$ cat config.mk
export PLATFORM = sky130hd
export DESIGN_NAME = shc_standby
export DESIGN_NICKNAME = d
export VERILOG_FILES = /design/src/logic/shc_pkg.sv /design/src/logic/shc_standby.sv
export VERILOG_INCLUDE_DIRS = /design/src /design/src/logic
export SDC_FILE = /design/constraint.sdc
export NUM_CORES = 1
export LEC_CHECK = 0
export BUFFER_PORTS_ARGS = -buffer_cell sky130_fd_sc_hd__buf_2
export CORE_UTILIZATION = 63
export DETAILED_ROUTE_END_ITERATION = 8
export PLACE_DENSITY = 0.95
export SLEW_MARGIN = 30
export SYNTH_ARGS = -nofsm -noshare
export SYNTH_HDL_FRONTEND = slang
export SYNTH_SLANG_ARGS = --single-unit
$ cat constraint.sdc
create_clock -name clk -period 5.7 [get_ports clk]
set_input_delay 1.14 -clock clk [delete_from_list [all_inputs] [get_ports clk]]
set_output_delay 1.14 -clock clk [all_outputs]
set_load 0.1 [all_outputs]
$ cat src/logic/shc_map.svh
/*
  Constants of the standby halt controller: mode codes, reset hold time and timing counts.
  Assumes it is included by the package and the bench only.
*/
`ifndef SHC_MAP_SVH
`define SHC_MAP_SVH
`define SHC_CODE_RUN 2'h0
`define SHC_CODE_OSC 2'h2
`define SHC_CODE_STOP 2'h1
`define SHC_CODE_PERI 2'h3
`define SHC_CLK_NS 40
`define SHC_ENTRY_OSC_CLKS 3
`define SHC_WARM_CNT_W 16
`define SHC_WARM0 16'h0100
`define SHC_WARM1 16'h0400
`define SHC_WARM2 16'h1000
`define SHC_WARM3 16'h4000
`define SHC_RESET_MS 3
`define SHC_RESET_NS (`SHC_RESET_MS * 1000000)
`endif

$ cat src/logic/shc_pkg.sv
/*
  Types of the standby halt controller.
  Assumes the constants header sits beside it.
*/
`include "shc_map.svh"
package shc_pkg;
  typedef enum logic [2:0] {SHC_ACTIVE, SHC_ENTER, SHC_HALTED, SHC_WARM, SHC_RESUME} shc_state_t;

  // Wake request inputs from the interrupt side.
  typedef struct packed {
    logic nmi;
    logic ext0;
    logic wdt;
    logic adc;
    logic other;
    logic [2:0] level;
  } shc_wake_t;

  // Gating outputs towards clock tree and blocks.
  typedef struct packed {
    logic cpu_run;
    logic sysclk_en;
    logic peri_clk_en;
    logic subset_clk_en;
    logic osc_en;
    logic ports_hold;
    logic clkout_high;
  } shc_gate_t;
endpackage

$ cat src/logic/shc_standby.sv
/*
  Standby halt controller: enters one of four low-power modes on a halt
  strobe, gates clocks, decides wake-up, applies warm-up after full stop.
  Assumes wake request levels are already resolved by the interrupt side,
  that cpu_irq_mask and halt_mode_select are steady at the halt strobe, and
  that raw pin requests arrive asynchronously.
*/
// Operation
// RL1: halt mode code selects one of four modes.
// RL2: CPU-only halt keeps clock and peripherals running.
// RL3: peripheral sleep clocks only a subset.
// RL4: oscillator sleep stops clock, clock pin high.
// RL5: full stop halts everything including oscillator.
// RL6: ports hold; deep modes halt peripherals; the code clears ports_hold in full stop.
// RL7: enabled interrupt above mask wakes and serviced.
// RL8: interrupt below mask keeps device halted.
// RL9: NMI always wakes and is serviced.
// RL10: masked external zero wakes without service.
// RL11: peripheral sleep ignores watchdog and converter.
// RL12: deep modes accept only NMI, external zero.
// RL13: full stop wake waits for warm-up.
// RL14: requests during entry held pending; the code latches them only in oscillator sleep and full stop.
// RL15: reset releases all modes; hold 3 ms.
// RL16: reset keeps RAM, initialises other settings.
// RL17: level external zero held until service.
// RL18: light modes sample on clock-out falling.
// RL19: oscillator sleep samples async, resumes sync.
// RL20: software disables watchdog before peripheral sleep.
// RL21: warm-up length chosen by warmup select.
// RL22: pins in full stop follow drive setting.
// RL23: mode latched at halt until wake.
module shc_standby
  import shc_pkg::*;
#(
  parameter int WARM_W = `SHC_WARM_CNT_W
)
(
  input wire logic clk,
  input wire logic reset,
  input wire logic halt_exec,
  input wire logic [1:0] halt_mode_select,
  input wire logic [2:0] cpu_irq_mask,
  input wire logic [1:0] warmup_select,
  input wire logic stop_pin_drive,
  input wire logic clkout_fall,
  input wire shc_wake_t wake_in,
  output shc_gate_t gate,
  output logic stop_pins_drive,
  output logic wake_pulse,
  output logic wake_service,
  output logic pending_flag,
  output logic [1:0] active_mode,
  output logic halted
);
  localparam int ENTRY_CLKS = `SHC_ENTRY_OSC_CLKS;
  localparam logic [WARM_W-1:0] WARM0 = WARM_W'(`SHC_WARM0);
  localparam logic [WARM_W-1:0] WARM1 = WARM_W'(`SHC_WARM1);
  localparam logic [WARM_W-1:0] WARM2 = WARM_W'(`SHC_WARM2);
  localparam logic [WARM_W-1:0] WARM3 = WARM_W'(`SHC_WARM3);

  typedef struct packed {
    shc_state_t st;
    logic [1:0] mode;
    logic [2:0] mask;
    logic [WARM_W-1:0] cnt;
    logic pend;
    logic pend_srv;
    logic srv;
    logic wake;
    shc_gate_t gate;
    logic pins;
    logic hlt;
    logic [7:0] sync1;
    logic [7:0] sync2;
  } shc_core_t;

  shc_core_t s_reg;
  shc_core_t s_next;
  logic deep;
  logic light;
  logic any_wake;
  logic any_srv;
  logic sample_ok;
  shc_wake_t w;

  // Wake qualification for the latched mode and mask.
  always_comb
  begin
    w = s_reg.sync2;
    deep = (s_reg.mode == `SHC_CODE_OSC) || (s_reg.mode == `SHC_CODE_STOP);
    light = !deep;
    // RL18 light-mode sampling
    // RL19 async sample resynchronised
    sample_ok = deep ? 1'b1 : clkout_fall;
    any_srv = 1'b0;
    any_wake = 1'b0;
    // RL9 NMI always wakes
    if (w.nmi)
    begin
      any_srv = 1'b1;
    end
    // RL7 above-mask service
    // RL12 deep-mode source filter
    if (w.ext0 && (w.level > s_reg.mask))
    begin
      any_srv = 1'b1;
    end
    // RL11 light-mode source set
    // RL8 below-mask ignored
    if (light && (w.level > s_reg.mask) && (w.other
        || (w.wdt && s_reg.mode == `SHC_CODE_RUN)
        || (w.adc && s_reg.mode == `SHC_CODE_RUN)))
    begin
      any_srv = 1'b1;
    end
    // RL10 masked ext zero wakes
    any_wake = any_srv || w.ext0;
  end

  // Next-state logic of the whole controller.
  always_comb
  begin
    s_next = s_reg;
    s_next.sync1 = wake_in;
    s_next.sync2 = s_reg.sync1;
    s_next.wake = 1'b0;
    s_next.pins = 1'b0;
    case (s_reg.st)
      SHC_ACTIVE:
      begin
        s_next.gate = '{cpu_run: 1'b1, sysclk_en: 1'b1, peri_clk_en: 1'b1,
          subset_clk_en: 1'b1, osc_en: 1'b1, ports_hold: 1'b0, clkout_high: 1'b0};
        if (halt_exec)
        begin
          // RL23 latch mode at halt
          s_next.mode = halt_mode_select;
          s_next.mask = cpu_irq_mask;
          s_next.cnt = '0;
          s_next.pend = 1'b0;
          s_next.st = SHC_ENTER;
          s_next.gate.cpu_run = 1'b0;
        end
      end
      SHC_ENTER:
      begin
        // RL14 entry window pending
        if ((s_reg.mode == `SHC_CODE_OSC || s_reg.mode == `SHC_CODE_STOP) && any_wake)
        begin
          s_next.pend = 1'b1;
          s_next.pend_srv = any_srv;
        end
        s_next.cnt = s_reg.cnt + WARM_W'(1);
        if (s_reg.mode == `SHC_CODE_RUN || s_reg.mode == `SHC_CODE_PERI
            || s_reg.cnt == WARM_W'(ENTRY_CLKS - 1))
        begin
          s_next.st = SHC_HALTED;
          s_next.cnt = '0;
          // RL1 mode decode
          case (s_reg.mode)
            // RL2 CPU-only halt
            `SHC_CODE_RUN:
              s_next.gate = '{1'b0, 1'b1, 1'b1, 1'b1, 1'b1, 1'b1, 1'b0};
            // RL3 subset clocking
            `SHC_CODE_PERI:
              s_next.gate = '{1'b0, 1'b1, 1'b0, 1'b1, 1'b1, 1'b1, 1'b0};
            // RL4 clock pin high
            // RL6 peripherals halted
            `SHC_CODE_OSC:
              s_next.gate = '{1'b0, 1'b0, 1'b0, 1'b0, 1'b1, 1'b1, 1'b1};
            // RL5 everything halted
            default:
              s_next.gate = '{1'b0, 1'b0, 1'b0, 1'b0, 1'b0, 1'b0, 1'b1};
          endcase
        end
      end
      SHC_HALTED:
      begin
        // RL22 stop pin drive
        s_next.pins = (s_reg.mode == `SHC_CODE_STOP) && stop_pin_drive;
        if ((any_wake && sample_ok) || s_reg.pend)
        begin
          s_next.srv = s_reg.pend ? (s_reg.pend_srv || any_srv) : any_srv;
          s_next.pend = 1'b0;
          if (s_reg.mode == `SHC_CODE_STOP)
          begin
            // RL21 warm-up select
            case (warmup_select)
              2'h0: s_next.cnt = WARM0;
              2'h1: s_next.cnt = WARM1;
              2'h2: s_next.cnt = WARM2;
              default: s_next.cnt = WARM3;
            endcase
            s_next.gate.osc_en = 1'b1;
            s_next.st = SHC_WARM;
          end
          else
          begin
            s_next.st = SHC_RESUME;
          end
        end
      end
      SHC_WARM:
      begin
        // RL13 warm-up before release
        s_next.pins = stop_pin_drive;
        s_next.cnt = s_reg.cnt - WARM_W'(1);
        if (s_reg.cnt == WARM_W'(1))
        begin
          s_next.st = SHC_RESUME;
        end
      end
      SHC_RESUME:
      begin
        s_next.gate = '{cpu_run: 1'b1, sysclk_en: 1'b1, peri_clk_en: 1'b1,
          subset_clk_en: 1'b1, osc_en: 1'b1, ports_hold: 1'b0, clkout_high: 1'b0};
        s_next.wake = 1'b1;
        s_next.st = SHC_ACTIVE;
      end
      default:
        s_next.st = SHC_ACTIVE;
    endcase
    // Halt status gets its own flop so the output is registered, not an inverter.
    s_next.hlt = !s_next.gate.cpu_run;
  end

  // State register; reset releases any mode and reinitialises settings.
  always_ff @(posedge clk)
  begin
    // RL15 reset releases standby
    // RL16 settings reinitialised
    if (reset)
    begin
      s_reg <= '0;
      s_reg.st <= SHC_ACTIVE;
      s_reg.gate <= '{1'b1, 1'b1, 1'b1, 1'b1, 1'b1, 1'b0, 1'b0};
    end
    else
    begin
      s_reg <= s_next;
    end
  end

  assign gate = s_reg.gate;
  assign stop_pins_drive = s_reg.pins;
  assign wake_pulse = s_reg.wake;
  assign wake_service = s_reg.srv;
  assign pending_flag = s_reg.pend;
  assign active_mode = s_reg.mode;
  assign halted = s_reg.hlt;

  property p_nmi_wake;
    @(posedge clk) disable iff (reset)
    (s_reg.st == SHC_HALTED && s_reg.mode != `SHC_CODE_STOP && s_reg.sync2[7]
      && (sample_ok)) |=> s_reg.st == SHC_RESUME ##1 wake_pulse && wake_service;
  endproperty
  a_nmi_wake: assert property (p_nmi_wake) else $error("NMI did not wake"); // RL9

  property p_mask_hold;
    @(posedge clk) disable iff (reset)
    (s_reg.st == SHC_HALTED && !s_reg.pend && s_reg.sync2[7:6] == 2'b00
      && s_reg.sync2[2:0] <= s_reg.mask) |=> s_reg.st == SHC_HALTED;
  endproperty
  a_mask_hold: assert property (p_mask_hold) else $error("woke without source"); // RL8

  property p_ext0_nosrv;
    @(posedge clk) disable iff (reset)
    (s_reg.st == SHC_HALTED && s_reg.mode == `SHC_CODE_OSC && !s_reg.pend
      && s_reg.sync2[7:6] == 2'b01 && s_reg.sync2[2:0] <= s_reg.mask)
      |=> ##1 wake_pulse && !wake_service;
  endproperty
  a_ext0_nosrv: assert property (p_ext0_nosrv) else $error("masked ext0 serviced"); // RL10

  property p_clk_high;
    @(posedge clk) disable iff (reset)
    (s_reg.st == SHC_HALTED && s_reg.mode == `SHC_CODE_OSC) |-> gate.clkout_high && !gate.sysclk_en;
  endproperty
  a_clk_high: assert property (p_clk_high) else $error("osc sleep clock wrong"); // RL4

  property p_stop_all;
    @(posedge clk) disable iff (reset)
    (s_reg.st == SHC_HALTED && s_reg.mode == `SHC_CODE_STOP) |-> !gate.osc_en && !gate.peri_clk_en;
  endproperty
  a_stop_all: assert property (p_stop_all) else $error("stop not halting"); // RL5

  property p_warm;
    @(posedge clk) disable iff (reset)
    $rose(s_reg.st == SHC_WARM) |-> !wake_pulse [*3];
  endproperty
  a_warm: assert property (p_warm) else $error("warm-up skipped"); // RL13

  property p_run_mode;
    @(posedge clk) disable iff (reset)
    (s_reg.st == SHC_HALTED && s_reg.mode == `SHC_CODE_RUN) |-> gate.sysclk_en && gate.peri_clk_en;
  endproperty
  a_run_mode: assert property (p_run_mode) else $error("run halt gating wrong"); // RL2

  property p_latch;
    @(posedge clk) disable iff (reset)
    (s_reg.st == SHC_ACTIVE && halt_exec) |=> active_mode == $past(halt_mode_select) && halted;
  endproperty
  a_latch: assert property (p_latch) else $error("mode not latched"); // RL23

  c_run: cover property (@(posedge clk) s_reg.st == SHC_HALTED && s_reg.mode == `SHC_CODE_RUN);
  c_stop_wake: cover property (@(posedge clk) s_reg.st == SHC_WARM ##[1:1000] wake_pulse);
  c_pend: cover property (@(posedge clk) pending_flag);
endmodule

==> impl_metrics.tcl, run 1 <==
set metrics [dict create \
    post_cts_resized 0 \
    critPathRequiredTime_ns 5.92 \
    vdd_drop_max_mv 0.228 \
    antenna_cells 0 \
    h-tree-depth 2 \
    criticalPathCategory "reg2reg" \
    worstPathMaxFanout 16 \
    cts_root_buf "clkbuf_8" \
    critPathLaunchType "flip-flop" \
    final_cell_mix "dfxtp_1, nor2_1, buf_2" \
    r2r-start "active_mode[0]" \
    synth-edff-count 0 \
    largest_reg_flops 23 \
    grtUsageTotal_pct 27.6 \
    synth_top_area_share_pct 35.8 \
    grt.overflow.total 0 \
    holdBufCountCts 0 \
    hold_path.class "reg2reg" \
    post_cts_buffers 0 \
    slew_headroom_pct 36.5 \
    io_pins 34 \
    drv_cap 0 \
    yosysTopAreaCell "dfxtp_1" \
    numCtsBuffers 5 \
    synth_cell_types 58 \
    insertion_delay_ns 0.31 \
    grt_pass1_vias 2386 \
    ant_nets 0 \
    io_buffer_count 33 \
    routedWlPerCell_um 15.8 \
    gp_congestion 0.870 \
    rows 24 \
    dr_total_vias 2676 \
    drive_above_1_share_pct 14.4 \
    max_freq_mhz 362 \
    drv_slew 0 \
    synthFlopType "dfxtp_1" \
    path_clk_slew_ns 0.10 \
    grt_pass1_wl_um 10800 \
    start_util_pct 66.4 \
    finalSetupViolCount 0 \
    post-route-min-period_ns 2.77 \
    arrival_ns 2.99 \
    antenna_found_initial 0 \
    postSynthCellCount 353 \
    die-area_sq_um 4900 \
    via_per_inst 6.46 \
    startpoint "active_mode[0]" \
    ys_ff_latch 52 \
    yosysSeqAreaShare_pct 35.8 \
    min_period_over_period_pct 48.5 \
    async_reset_ff_share_pct 0 \
    avgSynthCellArea_sq_um 8.25 \
    layout_commonest_cell "dfxtp_1" \
    grt_max_degree 57 \
    cts_tree "done" \
    rsz0062_at_grt "no" \
    die_height_um 70.0 \
    cts_buffer_depth 2 \
    drt_pass1_iterations 5 \
    die_w_um 70.0 \
    nets 391 \
    finalPower_mw 1.16 \
    syn-num-nets 383 \
    finalWirelength_um 6520 \
    nFillCells 328 \
    fin_util_pct 69.9 \
    p_leak_nw 1.19 \
    drt_iter0_drc 337 \
    worst_pin_slew_ns 0.952 \
    cts_sinks 52 \
    dp_hpwl_um 4430 \
    syn_to_final_growth_pct 5.33 \
    outcome "finished, final reports clean" \
    yosysWarnings 0 \
    stdcell_area_sq_um 3070 \
    placed_area_sq_um 2970 \
    synth_area_sq_um 2910 \
    drc 0 \
    hold_path.startpoint "s_next[0]" \
    finClkSkew_ns 0.00783 \
    cp-end-kind "flip-flop" \
    hold_viol 0 \
    synth.area.top_cells "dfxtp_1, nor2_1, ha_1" \
    coreArea_sq_um 4380 \
    power_density_nw_per_um2 377 \
    tns_ns 0 \
]
-- critical path, cell delays in order, from the launching register on --
cell,delay [ns]
dfxtp_1,0.42
inv_1,0.06
ha_1,0.39
nand2_1,0.10
nor3_2,0.46
nand2_1,0.52
nor2_1,0.38
a211oi_1,0.13
a311oi_1,0.21
-- report_power, final --
part / total (mW) / leakage, nW / internal, mW / switching (mW)
clock network: 0.218 / 0.0485 / 0.0883 / 0.130
logic: 0.480 / 0.714 / 0.151 / 0.330
registers: 0.458 / 0.425 / 0.402 / 0.0559
-- per-stage QoR --
stage,hold slack [ns],cells,setup slack (ns)
after floorplan,0.414,353,3.33
after global placement,0.415,406,2.77
after detailed placement,0.427,406,2.65
after CTS,0.450,414,2.97
after global routing,0.463,414,2.71
final,0.445,414,2.93
-- cell families after synthesis --
group,after synthesis,share of synthesized area [%]
compound gates,85,20.9
mux,6,2.06
simple gates,146,27.4
buf+inv,50,8.42
xor+xnor,4,1.20
flops,52,35.8
fa+ha+maj,10,4.30
-- Yosys cell counts, drive strengths merged, types with 3 or more instances --
cell,instances
nor2b,18
nand2b,7
nor2,34
clkbuf,12
a211oi,7
buf,21
o311ai,3
nand2,22
o31ai,3
a2bb2oi,3
a31oi,8
and2,3
o21ai,12
a21oi,24
mux2i,6
inv,17
and3,3
or2,3
nand3,10
a221oi,4
nor4,4
dfxtp,52
nor3,20
or3,5
nand4,6
ha,10
a311oi,3
o32ai,3
nor3b,3
-- area by class of cell --
cell class                 instances  area [sq um]  area share (%)
inverter                          17          63.8            2.08
timing repair buffer              34           173            5.63
clock buffer                       5          68.8            2.24
tap                               52          65.1            2.12
clock inverter                     3          22.5           0.734
multi-input combinational        251          1630            53.2
sequential                        52          1040            33.9
-- worst paths after layout --
kind | depth (start not counted) | to | slack, ns
setup / recovery | 8 | s_reg[40] | 2.93
hold / removal | 1 | w[0] | 0.45
setup reg to reg | 8 | s_reg[40] | 2.93
hold reg to reg | 1 | w[0] | 0.45
-- metal layers --
layer | global-route usage (%) | routed length, um
met4 | 14.9 | 178
met3 | 5.48 | 487
met5 | 0 | 0
met1 | 34.1 | 2670
met2 | 45.1 | 3180
No activity file was read; power rests on OpenSTA's default activity.
==> inputs of run 2 (changes only) <==
--- a/config.mk
+++ b/config.mk
@@ -7,9 +7,9 @@
 export NUM_CORES = 1
 export LEC_CHECK = 0
 export BUFFER_PORTS_ARGS = -buffer_cell sky130_fd_sc_hd__buf_2
-export CORE_UTILIZATION = 63
+export CORE_UTILIZATION = 58
 export DETAILED_ROUTE_END_ITERATION = 8
-export PLACE_DENSITY = 0.95
+export PLACE_DENSITY = 0.89
 export SLEW_MARGIN = 30
 export SYNTH_ARGS = -nofsm -noshare
 export SYNTH_HDL_FRONTEND = slang
==> constraint.sdc (replaced) <==
create_clock -name clk -period 2.79 [get_ports clk]
set_input_delay 0.558 -clock clk [delete_from_list [all_inputs] [get_ports clk]]
set_output_delay 0.558 -clock clk [all_outputs]
set_load 0.1 [all_outputs]
==> impl_metrics.tcl, run 2 (synthesized netlist as in run 1, its figures left out) <==
set metrics [dict create \
    start_util_pct 60.8 \
    finalPower_mw 2.42 \
    drive_above_1_share_pct 15.8 \
    place_inst 427 \
    critPathRequiredTime_ns 2.97 \
    arrival_ns 2.70 \
    post_cts_resized 0 \
    instances_no_fill 435 \
    finalWirelength_um 6650 \
    syn_to_final_growth_pct 7.82 \
    die-area_sq_um 5310 \
    nets 397 \
    drt_iter0_drc 328 \
    cts_tree "done" \
    grtUsageTotal_pct 26.2 \
    grt_pass1_vias 2422 \
    routedWlPerCell_um 15.3 \
    numCtsBuffers 5 \
    pwr-share-comb_pct 41.9 \
    grt_pass1_wl_um 10900 \
    p_int_mw 1.34 \
    die_height_um 72.9 \
    antenna_cells 0 \
    insertion_delay_ns 0.31 \
    fin_util_pct 65.6 \
    hold_slack_ns 0.446 \
    h-tree-depth 2 \
    finalSetupViolCount 0 \
    drv_slew 0 \
    p_leak_nw 1.22 \
    criticalPathCategory "reg2reg" \
    finClkSkew_ns 0.00563 \
    io_pins 34 \
    hold_path.class "reg2reg" \
    cts_root_buf "clkbuf_8" \
    rsz0062_at_grt "no" \
    worst_pin_slew_ns 0.607 \
    slowest_stage "or3_1" \
    largest_reg_flops 23 \
    drv_cap 0 \
    rows 25 \
    min_period_over_period_pct 90.3 \
    via_per_inst 6.12 \
    swShare_pct 44.7 \
    switching_power_mw 1.08 \
    max_freq_mhz 397 \
    path_clk_slew_ns 0.10 \
    dr_total_vias 2663 \
    tns_ns 0 \
    dp_hpwl_um 4500 \
    post-route-min-period_ns 2.52 \
    r2r_slack_ns 0.27 \
    final_cell_mix "dfxtp_1, nor2_1, buf_2" \
    critPathLaunchType "flip-flop" \
    cpPeakStageDelay_ns 0.45 \
    die_w_um 72.9 \
    coreArea_sq_um 4790 \
    cts_buffer_depth 2 \
    post_cts_buffers 0 \
    grt_max_degree 57 \
    antenna_found_initial 0 \
    drc 0 \
    hold_viol 0 \
    slew_headroom_pct 59.5 \
    io_buffer_count 33 \
    cp-end-kind "flip-flop" \
    clock_power_share_pct 19.6 \
    vdd_drop_max_mv 0.370 \
    seqPwrFrac_pct 38.5 \
    drt_pass1_iterations 6 \
    power_density_nw_per_um2 771 \
    gp_congestion 0.869 \
    grt.overflow.total 0 \
    holdBufCountCts 0 \
    layout_commonest_cell "dfxtp_1" \
    outcome "finished, final reports clean" \
    worstPathMaxFanout 21 \
    critPathTopFamily "simple AND/OR/NAND/NOR gates" \
    cp_cell_sequence "inv_1 -> ha_1 -> or3_1 -> o41ai_4 -> a21oi_4 -> nor4b_1 -> a211oi_1" \
    path_buf_inv 1 \
    ant_nets 0 \
    cts_sinks 52 \
]
==> run 2: area by class of cell <==
cell class	count	area, sq um
inverter	17	63.8
fill	401	1650
tap	67	83.8
sequential	52	1040
timing repair buffer	40	220
multi-input combinational	251	1630
clock buffer	5	68.8
clock inverter	3	28.8
==> run 2: stage by stage <==
stage	setup WS [ns]	area [sq um]
6_report	0.272	3140
5_1_grt	0.119	3140
4_1_cts	0.178	3130
3_5_place_dp	0.234	3030
3_3_place_gp	0.378	3030
2_1_floorplan	0.541	2910
==> run 2: worst paths after layout <==
kind                  start  depth (start not counted)   endpoint
max reg2reg  active_mode[0]                          7  s_reg[44]
min reg2reg       s_next[6]                          1       w[6]
min               s_next[6]                          1       w[6]
max          active_mode[0]                          7  s_reg[44]
==> run 2: power by group through the flow <==
stage / Sequential (mW) / Clock [mW] / Combinational, mW
6_report: 0.933 / 0.474 / 1.01
5_1_grt: 0.945 / 0.508 / 1.09
4_1_cts: 0.929 / 0.477 / 0.994
3_5_place_dp: 0.946 / 0 / 0.981
3_3_place_gp: 0.940 / 0 / 0.957
2_1_floorplan: 0.925 / 0 / 0.835
==> run 2: layer usage <==
metal	vias to the layer above	GRT usage, %	part of all wire, %
met3	12	4.97	6.1
met5	-	0	0
li1	1294	-	-
met4	0	10.9	1.4
met1	1233	33.2	44
met2	124	43.6	49
==> inputs of run 3 (changes only) <==
--- a/config.mk
+++ b/config.mk
@@ -7,9 +7,11 @@
 export NUM_CORES = 1
 export LEC_CHECK = 0
 export BUFFER_PORTS_ARGS = -buffer_cell sky130_fd_sc_hd__buf_2
-export CORE_UTILIZATION = 58
+export CELL_PAD_IN_SITES_DETAIL_PLACEMENT = 1
+export CELL_PAD_IN_SITES_GLOBAL_PLACEMENT = 2
+export CORE_UTILIZATION = 35
 export DETAILED_ROUTE_END_ITERATION = 8
-export PLACE_DENSITY = 0.89
+export PLACE_DENSITY = 0.9
 export SLEW_MARGIN = 30
 export SYNTH_ARGS = -nofsm -noshare
 export SYNTH_HDL_FRONTEND = slang
==> impl_metrics.tcl, run 3 (synthesized netlist as in run 1, its figures left out) <==
set metrics [dict create \
    setup_slack_ns 0.359 \
    fin_util_pct 40.7 \
    die-area_sq_um 8690 \
    slew_headroom_pct 58.2 \
    grt.overflow.total 0 \
    worstPathMaxFanout 11 \
    gp_congestion 0.791 \
    min_period_over_period_pct 87.1 \
    grt_pass1_wl_um 12700 \
    critPathRequiredTime_ns 3.05 \
    nFillCells 943 \
    grt_pass1_vias 2606 \
    die_height_um 93.2 \
    grt_max_degree 57 \
    power_density_nw_per_um2 759 \
    dp_hpwl_um 5300 \
    die_w_um 93.2 \
    drc 0 \
    finalWirelength_um 7450 \
    layout_commonest_cell "dfxtp_1" \
    io_buffer_count 33 \
    pre_cts_ws_ns 0.148 \
    holdBufCountCts 0 \
    via_per_inst 5.47 \
    io_pins 34 \
    rsz0062_at_grt "no" \
    hold_viol 0 \
    nets 401 \
    cts_root_buf "clkbuf_8" \
    cts_buffer_depth 2 \
    cts_sinks 52 \
    max_freq_mhz 411 \
    finClkSkew_ns 0.00566 \
    start_util_pct 36.9 \
    post-route-min-period_ns 2.43 \
    h-tree-depth 2 \
    hold_path.class "in2reg" \
    grtUsageTotal_pct 18.4 \
    multi_input_area_sq_um 1630 \
    post_cts_resized 0 \
    instances_no_fill 474 \
    drive_above_1_share_pct 16.7 \
    arrival_ns 2.69 \
    outcome "finished, final reports clean" \
    regArea_sq_um 1040 \
    routedWlPerCell_um 15.7 \
    cts_tree "done" \
    largest_reg_flops 23 \
    criticalPathCategory "reg2reg" \
    tns_ns 0 \
    coreArea_sq_um 7890 \
    vdd_drop_max_mv 0.251 \
    drv_cap 0 \
    finalSetupViolCount 0 \
    place_inst 466 \
    cp-end-kind "flip-flop" \
    post_cts_buffers 0 \
    numCtsBuffers 5 \
    path_clk_slew_ns 0.10 \
    p_leak_nw 1.24 \
    insertion_delay_ns 0.32 \
    drt_iter0_drc 103 \
    syn_to_final_growth_pct 10.3 \
    worst_pin_slew_ns 0.626 \
    final_cell_mix "dfxtp_1, nor2_1, buf_2" \
    drv_slew 0 \
    antenna_found_initial 0 \
    ant_nets 0 \
    dr_total_vias 2591 \
    rows 32 \
    antenna_cells 0 \
    critPathLaunchType "flip-flop" \
    drt_pass1_iterations 4 \
]
-- run 3: changes by cell type in the layout (fill, tap and decap cells not counted), sizes merged --
| cell | previous run | this run |
|---|---|---|
| clkinvlp | 0 | 1 |
| buf | 40 | 44 |
| clkinv | 0 | 1 |
| inv | 20 | 18 |
-- run 3: power breakdown --
group | internal (mW) | switching, mW | total, mW
clock | 0.185 | 0.290 | 0.475
sequential | 0.821 | 0.103 | 0.924
combinational | 0.337 | 0.701 | 1.04
total | 1.34 | 1.09 | 2.44
-- run 3: cell type report --
class | count | area share [%]
Inverter | 17 | 1.99
Multi-Input combinational cell | 251 | 50.8
Sequential cell | 52 | 32.4
Timing Repair Buffer | 44 | 7.79
Tap cell | 102 | 3.97
Clock inverter | 3 | 0.857
Clock buffer | 5 | 2.14
-- run 3: worst paths after layout --
check             startpoint        end  slack [ns]  depth (start not counted)
setup / recovery   s_reg[29]  s_reg[32]        0.36                          9
hold / removal    wake_in[1]  s_next[1]        0.44                          2
setup reg to reg   s_reg[29]  s_reg[32]        0.36                          9
hold reg to reg    s_next[3]       w[3]        0.45                          1
-- run 3: critical path: stages, from the launching register on --
cell	delay, ns
dfxtp_1	0.50
inv_1	0.16
ha_1	0.22
nor4b_1	0.14
nand4_1	0.19
nand2_1	0.34
buf_4	0.29
o311ai_0	0.32
nand2_1	0.09
a21oi_1	0.12
-- run 3: metrics by stage --
| stage | hold slack, ns | power, mW | cell area [sq um] |
|---|---|---|---|
| floorplan | 0.414 | 1.76 | 2910 |
| global placement | 0.417 | 1.95 | 3110 |
| detailed placement | 0.427 | 1.97 | 3110 |
| CTS | 0.434 | 2.45 | 3200 |
| global route | 0.420 | 2.60 | 3210 |
| finish | 0.437 | 2.44 | 3210 |
-- run 3: routing by layer --
| metal | part of all wire, % | up-vias | wire length, um | GRT usage, % |
|---|---|---|---|---|
| li1 | - | 1300 | - | - |
| met1 | 50 | 1253 | 3700 | 24.3 |
| met2 | 47 | 32 | 3520 | 30.5 |
| met3 | 2.2 | 6 | 167 | 4.39 |
| met4 | 0.89 | 0 | 66 | 3.72 |
| met5 | 0 | - | 0 | 0 |
